==> config.mk <==
export PLATFORM = sky130hd
export DESIGN_NAME = spicsf_flags
export DESIGN_NICKNAME = d
export VERILOG_FILES = /design/src/verilog/spicsf_fifo.v /design/src/verilog/spicsf_shift.v /design/src/verilog/spicsf_flags.v
export VERILOG_INCLUDE_DIRS = /design/src /design/src/verilog
export SDC_FILE = /design/constraint.sdc
export NUM_CORES = 1
export LEC_CHECK = 0
export ABC_AREA = 0
export BUFFER_PORTS_ARGS = -buffer_cell sky130_fd_sc_hd__buf_2
export CAP_MARGIN = 25
export CELL_PAD_IN_SITES_DETAIL_PLACEMENT = 0
export CELL_PAD_IN_SITES_GLOBAL_PLACEMENT = 2
export CORE_MARGIN = 2
export CORE_UTILIZATION = 49
export CTS_CLUSTER_SIZE = 14
export DETAILED_ROUTE_END_ITERATION = 12
export PLACE_DENSITY_LB_ADDON = 0.1
export SYNTH_ARGS = -nofsm -noshare
export SYNTH_HDL_FRONTEND = slang
export SYNTH_SLANG_ARGS = --single-unit
==> constraint.sdc <==
create_clock -name sys_clk -period 4.6 [get_ports sys_clk]
set_clock_uncertainty 0.05 [all_clocks]
set_input_delay 0.23 -clock sys_clk [delete_from_list [all_inputs] [get_ports sys_clk]]
set_output_delay 0.23 -clock sys_clk [all_outputs]
set_load 0.005 [all_outputs]
==> src/verilog/spicsf_map.vh <==
`ifndef SPICSF_MAP_VH
`define SPICSF_MAP_VH
// Slave select mode encodings
`define SPICSF_NSM_3WIRE     2'h0
`define SPICSF_NSM_4WIRE_IN  2'h1
`define SPICSF_NSM_RESET     2'h1
// Bit positions inside the mode field
`define SPICSF_NSM_HI        1
`define SPICSF_NSM_LO        0
// Reset values and bit counter constants
`define SPICSF_BYTE_ZERO     8'h00
`define SPICSF_BITS_PER_BYTE 4'h8
`define SPICSF_CNT_ZERO      4'h0
`define SPICSF_CNT_ONE       4'h1
// Transmit FIFO shape
`define SPICSF_FIFO_DEPTH    16
`define SPICSF_FIFO_AW       4
`endif

==> src/verilog/spicsf_fifo.v <==
`timescale 1ns/10ps
// Synchronous FIFO with valid/ready on both sides
module spicsf_fifo #(
    parameter WIDTH = 8,
    parameter DEPTH = 16,
    parameter AW    = 4
) (
    input  wire             sys_clk,
    input  wire             rst_n,
    input  wire             in_valid,
    output wire             in_ready,
    input  wire [WIDTH-1:0] in_data,
    output wire             out_valid,
    input  wire             out_ready,
    output wire [WIDTH-1:0] out_data
);
    reg [WIDTH-1:0] mem [0:DEPTH-1]; // Storage
    reg [AW-1:0]    wr_ptr;          // Write index
    reg [AW-1:0]    rd_ptr;          // Read index
    reg [AW:0]      count;           // Words held
    wire            push;
    wire            pop;

    assign in_ready  = (count != DEPTH[AW:0]);
    assign out_valid = (count != {(AW+1){1'b0}});
    assign out_data  = mem[rd_ptr];
    assign push      = in_valid & in_ready;
    assign pop       = out_valid & out_ready;

    // Storage write
    always @(posedge sys_clk) begin
        if (push) begin
            mem[wr_ptr] <= in_data;
        end
    end

    // Pointers and occupancy
    always @(posedge sys_clk or negedge rst_n) begin
        if (!rst_n) begin
            wr_ptr <= {AW{1'b0}};
            rd_ptr <= {AW{1'b0}};
            count  <= {(AW+1){1'b0}};
        end else begin
            if (push) begin
                wr_ptr <= wr_ptr + 1'b1;
            end
            if (pop) begin
                rd_ptr <= rd_ptr + 1'b1;
            end
            if (push && !pop) begin
                count <= count + 1'b1;
            end else if (pop && !push) begin
                count <= count - 1'b1;
            end
        end
    end
endmodule // spicsf_fifo

==> src/verilog/spicsf_shift.v <==
`timescale 1ns/10ps
`include "spicsf_map.vh"
// Byte shifter: loads a byte, moves one bit per bit strobe
module spicsf_shift #(
    parameter WIDTH = 8
) (
    input  wire             sys_clk,
    input  wire             rst_n,
    input  wire             load,
    input  wire [WIDTH-1:0] load_data,
    input  wire             bit_strobe,
    input  wire             bit_in,
    output wire             bit_out,
    output reg              busy,
    output reg              last_bit,
    output reg  [WIDTH-1:0] shift_reg
);
    reg [3:0] bits_left; // Bits still to move

    assign bit_out = shift_reg[WIDTH-1];

    // Shift sequence, last_bit pulses when the final bit enters
    always @(posedge sys_clk or negedge rst_n) begin
        if (!rst_n) begin
            shift_reg <= `SPICSF_BYTE_ZERO;
            bits_left <= `SPICSF_CNT_ZERO;
            busy      <= 1'b0;
            last_bit  <= 1'b0;
        end else begin
            last_bit <= 1'b0;
            if (load && !busy) begin
                shift_reg <= load_data;
                bits_left <= `SPICSF_BITS_PER_BYTE;
                busy      <= 1'b1;
            end else if (busy && bit_strobe) begin
                shift_reg <= {shift_reg[WIDTH-2:0], bit_in};
                bits_left <= bits_left - `SPICSF_CNT_ONE;
                if (bits_left == `SPICSF_CNT_ONE) begin
                    busy     <= 1'b0;
                    last_bit <= 1'b1;
                end
            end
        end
    end
endmodule // spicsf_shift

==> src/verilog/spicsf_flags.v <==
`timescale 1ns/10ps
`include "spicsf_map.vh"
module spicsf_flags #(
    parameter WIDTH = 8,
    parameter DEPTH = `SPICSF_FIFO_DEPTH,
    parameter AW    = `SPICSF_FIFO_AW
) (
    input  wire             sys_clk,
    input  wire             rst_n,
    input  wire             port_enable,
    input  wire             master_enable,
    input  wire [1:0]       slave_select_mode,
    input  wire             data_write,
    input  wire [WIDTH-1:0] data_in,
    output wire             data_ready,
    input  wire             rx_read,
    output reg  [WIDTH-1:0] rx_data,
    output reg              rx_full,
    input  wire             bit_strobe,
    input  wire             serial_in,
    output wire             serial_out,
    input  wire             slave_select_line_in,
    output reg              slave_select_line_out,
    output reg              slave_select_line_oe,
    input  wire             clear_write_collision,
    input  wire             clear_mode_fault,
    input  wire             clear_receive_overrun,
    output reg              write_collision_flag,
    output reg              mode_fault_flag,
    output reg              receive_overrun_flag,
    output reg              transmit_buffer_empty,
    output wire             port_irq
);
    wire             fifo_valid;  // Byte waiting for shifter
    wire [WIDTH-1:0] fifo_data;   // Head byte
    wire [WIDTH-1:0] load_word;   // Byte handed to the shifter
    wire             sh_busy;     // Transfer under way
    wire             sh_last;     // Final bit entered
    wire [WIDTH-1:0] sh_reg;      // Shifter contents
    wire             load;        // Shifter starts a byte
    wire             active;      // Port enabled
    wire             is_slave;    // Slave operation
    wire             sel_low;     // Select asserted
    wire             set_write_collision_flag;    // Collision event this cycle
    wire             set_mode_fault_flag;    // Mode fault event this cycle
    wire             set_ovr;     // Overrun event this cycle
    wire             accept;      // Write reaches the FIFO
    wire             rx_take;     // Finished byte goes to receive buffer
    wire             rx_blocked;  // Receive buffer holds unread data

    // Next values of the select pin
    reg              next_select_out;
    reg              next_select_oe;
    // Next values of the error flags
    reg              next_write_collision;
    reg              next_mode_fault;
    reg              next_receive_overrun;
    // Next value of the transmit buffer indication
    reg              next_buffer_empty;

    // Mode field asks the block to drive the select pin
    function spicsf_drives_select;
        input [1:0] mode;
        begin
            spicsf_drives_select = mode[`SPICSF_NSM_HI];
        end
    endfunction

    // Mode field in which a low select means a master collision
    function spicsf_fault_mode;
        input [1:0] mode;
        begin
            spicsf_fault_mode = (mode == `SPICSF_NSM_4WIRE_IN);
        end
    endfunction

    // Sticky flag update: an event wins over a clear in one cycle
    function spicsf_sticky;
        input cur;
        input set;
        input clr;
        begin
            if (set) begin
                spicsf_sticky = 1'b1;
            end else if (clr) begin
                spicsf_sticky = 1'b0;
            end else begin
                spicsf_sticky = cur;
            end
        end
    endfunction

    // Whole port follows the enable bit
    assign active     = port_enable;
    assign is_slave   = ~master_enable;
    assign sel_low    = ~slave_select_line_in;
    // A master starts when a byte waits; a slave starts once selected,
    // so it can receive even with nothing queued to send
    assign load       = active & ~sh_busy & (is_slave ? sel_low : fifo_valid);
    // Empty FIFO in slave operation shifts out zeros
    assign load_word  = fifo_valid ? fifo_data : {WIDTH{1'b0}};
    // Writes only land while no byte is on the wire
    assign accept     = data_write & active & ~sh_busy;
    assign set_write_collision_flag   = active & data_write & sh_busy;
    assign set_mode_fault_flag   = active & master_enable & sel_low
                      & spicsf_fault_mode(slave_select_mode);
    assign rx_blocked = rx_full & ~rx_read;
    assign set_ovr    = active & is_slave & sh_last & rx_blocked;
    assign rx_take    = sh_last & ~rx_blocked;
    // Interrupt request is the OR of the sticky flags
    assign port_irq   = write_collision_flag | mode_fault_flag | receive_overrun_flag;

    // Transmit FIFO in the data path
    spicsf_fifo #(.WIDTH(WIDTH), .DEPTH(DEPTH), .AW(AW)) u_fifo (
        .sys_clk   (sys_clk),
        .rst_n     (rst_n),
        .in_valid  (accept),
        .in_ready  (data_ready),
        .in_data   (data_in),
        .out_valid (fifo_valid),
        .out_ready (load),
        .out_data  (fifo_data)
    );

    // Shift engine
    spicsf_shift #(.WIDTH(WIDTH)) u_shift (
        .sys_clk    (sys_clk),
        .rst_n      (rst_n),
        .load       (load),
        .load_data  (load_word),
        .bit_strobe (bit_strobe & active),
        .bit_in     (serial_in),
        .bit_out    (serial_out),
        .busy       (sh_busy),
        .last_bit   (sh_last),
        .shift_reg  (sh_reg)
    );

    // Select pin decode: released unless enabled and in a driving mode
    always @* begin
        next_select_out = 1'b0;
        next_select_oe  = 1'b0;
        if (!active) begin
            // Disabled port leaves the pin alone
            next_select_out = 1'b0;
            next_select_oe  = 1'b0;
        end else if (spicsf_drives_select(slave_select_mode)) begin
            // Single master: pin follows the low mode bit
            next_select_out = slave_select_mode[`SPICSF_NSM_LO];
            next_select_oe  = 1'b1;
        end else begin
            // Three-wire or four-wire input: never driven
            next_select_out = 1'b0;
            next_select_oe  = 1'b0;
        end
    end

    // Slave select pin direction and level, one cycle behind the field
    always @(posedge sys_clk or negedge rst_n) begin
        if (!rst_n) begin
            slave_select_line_out <= 1'b0;
            slave_select_line_oe  <= 1'b0;
        end else begin
            slave_select_line_out <= next_select_out;
            slave_select_line_oe  <= next_select_oe;
        end
    end

    // Error flag decode, set takes precedence over clear
    always @* begin
        // Collision: write while a byte is on the wire
        next_write_collision = spicsf_sticky(write_collision_flag, set_write_collision_flag,
                                             clear_write_collision);
        // Mode fault: never cleared by hardware
        next_mode_fault      = spicsf_sticky(mode_fault_flag, set_mode_fault_flag,
                                             clear_mode_fault);
        // Overrun: slave byte finished over unread data
        next_receive_overrun = spicsf_sticky(receive_overrun_flag, set_ovr,
                                             clear_receive_overrun);
    end

    // Error flag registers
    always @(posedge sys_clk or negedge rst_n) begin
        if (!rst_n) begin
            write_collision_flag <= 1'b0;
            mode_fault_flag      <= 1'b0;
            receive_overrun_flag <= 1'b0;
        end else begin
            write_collision_flag <= next_write_collision;
            mode_fault_flag      <= next_mode_fault;
            receive_overrun_flag <= next_receive_overrun;
        end
    end

    // Buffer empty decode: a landing write beats a same-cycle start
    always @* begin
        next_buffer_empty = transmit_buffer_empty;
        if (accept) begin
            // New byte queued
            next_buffer_empty = 1'b0;
        end else if (load) begin
            // Byte moved into the shifter
            next_buffer_empty = 1'b1;
        end
    end

    // Transmit buffer empty register, empty out of reset
    always @(posedge sys_clk or negedge rst_n) begin
        if (!rst_n) begin
            transmit_buffer_empty <= 1'b1;
        end else begin
            transmit_buffer_empty <= next_buffer_empty;
        end
    end

    // Receive buffer, overrun keeps the unread byte
    always @(posedge sys_clk or negedge rst_n) begin
        if (!rst_n) begin
            rx_data <= `SPICSF_BYTE_ZERO;
            rx_full <= 1'b0;
        end else if (rx_take) begin
            // Finished byte lands in the free buffer
            rx_data <= sh_reg;
            rx_full <= 1'b1;
        end else if (rx_read) begin
            // Software took the byte
            rx_full <= 1'b0;
        end
    end
endmodule // spicsf_flags

==> Word-level counts from Yosys, hierarchy flattened <==
Memory sizes are Yosys's and may differ from the RTL's.
Cells that the tools add are included.
{ "word_totals": {"reg_bits": 42, "output_inout_bits": 18, "ram_bits": 128, "wordCells": 94, "n_memories": 1, "input_bits": 22} }
{ "classes": {"n_reduce_logical": 17, "n_eq_ne": 3, "n_addsub": 5, "bitwise": 23, "muxes": 30} }
{ "memory_table": {"columns": ["name", "depth", "word_bits", "rd", "rd_ports_with_merged_regs", "wr", "line", "rtl"], "rows": [
  ["u_fifo.mem", 16, 8, 1, 0, 1, "spicsf_fifo.v:17", "reg [WIDTH-1:0] mem [0:DEPTH-1];"]
]} }
{ "op_table": {"columns": ["operator", "count"], "rows": [
  ["2-to-1 mux 8 bit", 3],
  ["2-to-1 mux 1 bit", 23],
  ["bitwise AND 1 bit", 16],
  ["nonzero test 2 bit", 8],
  ["2-to-1 mux 5 bit", 2],
  ["adder 4 x 1 -> 4 bit (second input constant)", 2],
  ["2-to-1 mux 4 bit", 2],
  ["adder 5 x 1 -> 5 bit (second input constant)", 1],
  ["inequality test 5 bit (second input constant)", 1],
  ["NOT 1 bit", 5],
  ["nonzero test 5 bit", 1],
  ["subtractor 5 x 1 -> 5 bit (second input constant)", 1],
  ["equality test 4 x 1 -> 1 bit (second input constant)", 1],
  ["logical AND 1 bit", 4],
  ["subtractor 4 x 1 -> 4 bit (second input constant)", 1],
  ["zero test 1 bit", 3],
  ["equality test 2 x 1 -> 1 bit (second input constant)", 1],
  ["OR 1 bit", 2],
  ["AND reduction 2 bit", 1]
]} }

==> Longest topological paths before layout <==
Gate-level depths: netlist of run 1.
{ "depth": {"ltp_word": 7, "depth_mapped": 13, "ltp_nobuf": 12} }

==> Hierarchy <==
Synthesis of run 1 repeated with hierarchy kept, for this count alone.
{ "unflattened": {"cells_unflattened": 444, "hier_area_um2": 7249.5} }
{ "modules_own_cells": {"columns": ["module", "area_each_um2", "cells_each", "instances", "seq_area_each_um2"], "rows": [
  ["spicsf_fifo", 5820.6, 318, 1, 4169.0],
  ["spicsf_shift", 764.5, 72, 1, 350.3],
  ["spicsf_flags", 664.4, 54, 1, 376.6]
]} }

==> Worst setup path before layout of run 1 <==
Ideal clock, no wire load.
{ "synth_timing": {"path_type": "flip-flop to flip-flop", "from": "register u_fifo.count[1]", "to": "register u_fifo.count[4]", "setup_time_ps": 79, "setup_slack_ps": 1757, "synth_period_minus_slack_ps": 2843, "stages_incl_launch_ff": 13, "required_time_ps": 4471, "n_path_buf": 0, "arrival_time_ps": 2714, "cell_sequence": "dfrtp_1 -> or4_4 -> nor2_1 -> nor2_1 -> inv_1 -> ha_1 -> inv_1 -> ha_1 -> nor2b_1 -> o21a_1 -> or3_1 -> a21oi_1 -> xor2_1"} }
{ "synth_between": {"elab_chain_cells": 7, "elab_cells_between_ends": 15, "classes_between": "2 x add/sub; 1 x eq/ne; 3 x mux; 3 x bitwise; 6 x reduce/logical"} }
{ "synth_lines": {"columns": ["item", "line", "rtl"], "rows": [
  ["start, declared", "spicsf_fifo.v:20", "reg [AW:0] count;"],
  ["start signal, assigned", "spicsf_fifo.v:42", "count <= {(AW+1){1'b0}};"],
  ["start signal, assigned", "spicsf_fifo.v:51", "count <= count + 1'b1;"],
  ["start signal, assigned", "spicsf_fifo.v:53", "count <= count - 1'b1;"],
  ["nonzero test 5 bit", "spicsf_fifo.v:25", "assign out_valid = (count != {(AW+1){1'b0}});"],
  ["2-to-1 mux 1 bit", "spicsf_flags.v:99", "assign load = active & ~sh_busy & (is_slave ? sel_low : fifo_valid);"],
  ["bitwise AND 1 bit", "spicsf_flags.v:99", null],
  ["bitwise AND 1 bit", "spicsf_fifo.v:28", "assign pop = out_valid & out_ready;"],
  ["zero test 1 bit", "spicsf_fifo.v:50", "if (push && !pop) begin"],
  ["logical AND 1 bit", "spicsf_fifo.v:50", null],
  ["2-to-1 mux 5 bit or nonzero test 2 bit (tied branches)", null, null]
]} }
Parallel ways exist; a longest one is shown, timed or not. The select of a mux whose other input is x is not followed.
A chain may end at the register's enable or synchronous reset.

==> Worst setup path after layout of run 1 <==
Ends and elaborated chain as after synthesis.

==> qor.yml, run 1 <==
ir_worst_vdd_mv: 0.281
placementRows: 43
r2r_start: "u_fifo.count[1]"
n_antenna_cell: 0
antenna_found_initial: 0
clkLatencyLatePin_ns: 0.43
worstPathArrival_ns: 3.51
vias: 3598
yosysTopAreaCellShare_pct: 55.6
worstHoldPathType: "input pin to flop"
grt_overflow: 0
crit_path_end_kind: "flop"
wl_per_cell_um: 19.5
grt_max_degree: 43
io_pins: 40
rsz0062_at_grt: "no"
r2r_end: "u_fifo.count[4]"
final_antenna_net_count: 0
slew_violations: 0
clk_path_buf_depth: 2
fp.dieH_um: 123
ys_ff_latch: 170
layout.nets: 501
synth_most_common_cell: "edfxtp_1"
viasPerCell: 5.45
fin_crit_sh_pct: 69.9
ys_types: 39
worst_pin_slew_ns: 0.962
crit_start: "u_fifo.count[1]"
gp_congestion: 0.808
cts-root-buf: "clkbuf_16"
cts_hold_buf: 5
wl_um: 12900
core_area_um2: 13800
hold_viol_final: 0
fmax_mhz: 311
hold_depth: 2
drive_gt1_share_pct: 25.2
cts_made_buffers: 17
grt_usage_pct: 19.0
synthToLayoutAreaGrowth_pct: 14.2
largest_register_ffs: 128
path_clk_slew_ns: 0.06
period_needed_ns: 3.22
drv_cap: 0
required_ns: 4.90
async_reset_ff_share_pct: 24.7
worstPathMaxFanout: 12
p_leak_nw: 2.84
ys_seq_area_share_pct: 70.9
h-tree-depth: 4
grt_pass1_wl_um: 20500
initial_core_util_pct: 50.0
fin_setup_tns_ns: 0
synth-main-ff-cell: "edfxtp_1"
min_to: "receive_overrun_flag"
reg2regPathDepth: 13
avgSynthCellArea_um2: 16.7
worst_hold_slack_ns: 0.0125
cts_tree: "yes"
drtPass1Iterations: 4
cts_sinks: 170
grt_pass1_vias: 3699
drc_errors: 0
setup_viol: 0
max-slew-margin-rel_pct: 35.6
drtIter0Drc: 304
yosys.area.top_type: "edfxtp_1"
worstSetupStartpointType: "flop"
rrSetupSlack_ns: 1.38
post-cts-setup-buffers: 0
status: "finished clean"
synth_area_leaders: "edfxtp_1, dfrtp_1, mux4_2, ha_1, nand2_1"
synth_nets: 447
layout_setup_ws_ns: 1.38
yosys_warnings: 0
hpwl_um: 8440
min_from: "master_enable"
synth_common_cells: "edfxtp_1, dfrtp_1, nand2_1, mux4_2, nor2_1"
worstSetupPathType: "flop to flop"
p_per_area_nw_per_um2: 554
die_area_um2: 15100
cts-resized-gates: 0
synth_edf_count: 128
synth_area_um2: 6910
port-buffer-count: 39
dp_slack_ns: 1.38
synthCells: 413
die_w_um: 123
## critical path, cell delays in order, from the launching register on
cell	delay [ns]
dfrtp_1	0.42
or4_4	0.58
nor2_1	0.15
nor2_1	0.06
buf_4	0.17
inv_1	0.11
ha_1	0.22
inv_1	0.10
ha_1	0.32
nor2b_1	0.14
o21a_1	0.17
or3_1	0.30
a21oi_1	0.17
xor2_1	0.17
## worst max path at each step
stage                            to  slack [ns]  cells after the start
floorplan           u_fifo.count[4]        1.76                     12
global placement    u_fifo.count[4]        1.45                     13
CTS                 u_fifo.count[4]        1.36                     13
global route        u_fifo.count[4]        1.11                     13
detailed placement  u_fifo.count[4]        1.38                     13
finish              u_fifo.count[4]        1.38                     13
## where the power goes
part | leakage [nW] | internal, W | total [W] | switching (W)
clock network | 0.263 | 0.000734 | 0.00130 | 0.000565
logic | 0.908 | 0.000539 | 0.00100 | 0.000460
registers | 1.66 | 0.00182 | 0.00207 | 0.000256
## through the flow
| step | cell area [µm²] | std cells | power (W) | util [%] |
|---|---|---|---|---|
| after floorplan | 6910 | 413 | 0.00281 | - |
| after global placement | 7300 | 623 | 0.00311 | 52.8 |
| after detailed placement | 7300 | 623 | 0.00312 | 52.8 |
| after CTS | 7890 | 660 | 0.00441 | 57.0 |
| after global routing | 7890 | 660 | 0.00462 | 57.0 |
| final | 7890 | 660 | 0.00437 | 57.0 |
## cell families after synthesis
family,share of synthesized area [%]
DFF,70.9
and+or+nand+nor,6.43
muxes,12.5
AOI/OAI and AO/OA,4.29
buffers and inverters,1.94
xor gates and xnor gates,1.65
adders and majority gates,2.28
## cells in the final DEF (no fill, tap or decap), types with 7 or more instances in the layout
master and count:
edfxtp_1 128, dfrtp_1 40, buf_2 39, nand2_1 33
nor2_1 30, mux4_2 30, clkbuf_16 17, inv_1 12
a21oi_1 12, a22oi_1 12, ha_1 11, mux2i_1 10
xnor2_1 9, o21ai_1 8, mux2_2 8, buf_4 8
nand2b_1 7, o21ai_0 7, clkinv_2 7
## cell type report
cell class / instances / area, µm²
clock buffers: 18 / 429
flip-flops and latches: 170 / 4900
inverters: 12 / 45.0
multi-input cells: 214 / 1880
fillers: 1078 / 5940
well taps: 180 / 225
clock inverters: 14 / 106
repair buffers: 52 / 305
## routing by layer
layer,share of wire [%],GRT usage (%)
met5,0,0
met4,1.8,7.90
met3,4.1,4.09
met2,47,29.0
met1,47,26.7
(Power assumes the default switching activity.)
==> run 2, diff against run 1 <==
--- a/config.mk
+++ b/config.mk
@@ -12,7 +12,7 @@
 export CELL_PAD_IN_SITES_DETAIL_PLACEMENT = 0
 export CELL_PAD_IN_SITES_GLOBAL_PLACEMENT = 2
 export CORE_MARGIN = 2
-export CORE_UTILIZATION = 49
+export CORE_UTILIZATION = 41
 export CTS_CLUSTER_SIZE = 14
 export DETAILED_ROUTE_END_ITERATION = 12
 export PLACE_DENSITY_LB_ADDON = 0.1
==> constraint.sdc (replaced) <==
create_clock -name sys_clk -period 2.95 [get_ports sys_clk]
set_clock_uncertainty 0.05 [all_clocks]
set_input_delay 0.1475 -clock sys_clk [delete_from_list [all_inputs] [get_ports sys_clk]]
set_output_delay 0.1475 -clock sys_clk [all_outputs]
set_load 0.005 [all_outputs]
==> qor.yml, run 2 (synthesized netlist as in run 1, its figures left out) <==
status: "finished clean"
grt_max_degree: 25
most-common-layout-cells: "edfxtp_1, dfrtp_1, buf_2"
nFillCells: 1394
n_antenna_cell: 0
grt_pass1_wl_um: 21100
die_area_um2: 17900
p_sw_w: 0.00212
fp.dieH_um: 134
cts-root-buf: "clkbuf_16"
io_pins: 40
port-buffer-count: 39
p_clk_share_pct: 29.9
intPower_w: 0.00486
final_cells: 724
period_needed_ns: 2.78
die_w_um: 134
path_clk_slew_ns: 0.07
design_area_um2: 8200
drtPass1Iterations: 4
viasPerCell: 4.99
ir_worst_vdd_mv: 0.419
max-slew-margin-rel_pct: 43.9
p_leak_nw: 2.97
final_antenna_net_count: 0
worstPathArrival_ns: 3.08
largest_register_ffs: 128
worst_hold_slack_ns: 0.0247
seq_power_share_pct: 44.4
comb_power_share_pct: 25.7
layout.nets: 525
vias: 3615
power.share.switching_pct: 30.4
dpl_cell_area_um2: 7480
cts_made_buffers: 17
cts_tree: "yes"
worstSetupPathType: "flop to flop"
gp_congestion: 0.714
grt_pass1_vias: 3741
setup_viol: 0
wl_per_cell_um: 18.4
p_per_area_nw_per_um2: 852
rsz0062_at_grt: "no"
grt_overflow: 0
required_ns: 3.25
worstSetupStartpointType: "flop"
hold_viol_final: 0
worstPathMaxFanout: 4
clkLatencyLatePin_ns: 0.43
fmax_mhz: 360
initial_core_util_pct: 41.8
drive_gt1_share_pct: 28.6
drv_cap: 0
fin_setup_tns_ns: 0
layout_commonest_cell: "edfxtp_1"
place_inst: 679
core_area_um2: 16500
fin_crit_sh_pct: 94.1
slew_violations: 0
antenna_found_initial: 0
worstHoldPathType: "input pin to flop"
worst_pin_slew_ns: 0.838
h-tree-depth: 4
wl_um: 13300
cts_sinks: 170
drtIter0Drc: 194
drc_errors: 0
placementRows: 47
grt_usage_pct: 16.1
crit_path_end_kind: "flop"
hpwl_um: 9220
synthToLayoutAreaGrowth_pct: 18.7
clk_path_buf_depth: 2
run 2: cell type report:
cell class	count	area, µm²	area share, %
timing repair buffer	76	515	6.29
tap	220	275	3.36
sequential	170	4900	59.7
clock buffer	17	425	5.19
clock inverter	15	128	1.56
multi-input combinational	214	1910	23.3
inverter	12	45.0	0.550
run 2: path summary, 6_finish.rpt:
check | start | end | slack (ns) | cells after the start
setup / recovery | u_fifo.count[3] | u_fifo.count[4] | 0.17 | 12
hold / removal | port_enable | slave_select_line_out | 0.02 | 2
setup reg to reg | u_fifo.count[3] | u_fifo.count[4] | 0.17 | 12
hold reg to reg | u_shift.bits_left[3] | u_shift.last_bit | 0.44 | 1
max in group asynchronous | rst_n | u_shift.shift_reg[7] | 1.96 | 3
min in group asynchronous | rst_n | u_fifo.rd_ptr[1] | 0.21 | 2
run 2: worst max-delay path, cell delays in order, from the launching register on:
cell,delay [ns]
dfrtp_1,0.43
or4_4,0.54
nor2_4,0.11
nor2_1,0.06
inv_1,0.08
ha_2,0.20
inv_1,0.09
ha_4,0.23
nor2b_1,0.12
o21a_1,0.17
or3_1,0.32
a21oi_2,0.15
xor2_1,0.15
run 2: metal layers:
metal  part of all wire, %  track usage [%]  routed length, µm  vias to the layer above
met1                    46             20.8               6110                     1802
met2                    50             26.2               6620                       68
met4                   1.0             6.21                136                        0
met5                     0                0                  0                        -
met3                   3.4             4.04                453                       10
li1                      -                -                  -                     1735
run 2: timing repair:
| action | 4_1_cts | 5_1_grt |
|---|---|---|
| pin swaps | 0 | 1 |
| hold buffers | 12 | 0 |
| endpoints found under the setup margin | 1 | 1 |
| resized for setup | 1 | 5 |
| buffers inserted | 0 | 1 |
| hold endpoints to repair | 29 | 0 |
run 2: power by group through the flow:
stage | logic, W | clock network, W | registers, W
5_1_grt | 0.00198 | 0.00226 | 0.00315
3_3_place_gp | 0.00177 | 0 | 0.00314
3_5_place_dp | 0.00178 | 0 | 0.00315
6_report | 0.00180 | 0.00209 | 0.00310
2_1_floorplan | 0.00135 | 0 | 0.00304
4_1_cts | 0.00180 | 0.00215 | 0.00309
run 2: per-stage QoR:
step / utilization, % / setup slack (ns) / total power (W)
after detailed placement: 45.3 / 0.0359 / 0.00492
after global routing: 49.6 / 0.0234 / 0.00740
after CTS: 49.4 / 0.0253 / 0.00705
after floorplan: - / 0.107 / 0.00439
after global placement: 45.3 / 0.0673 / 0.00491
final: 49.6 / 0.173 / 0.00698
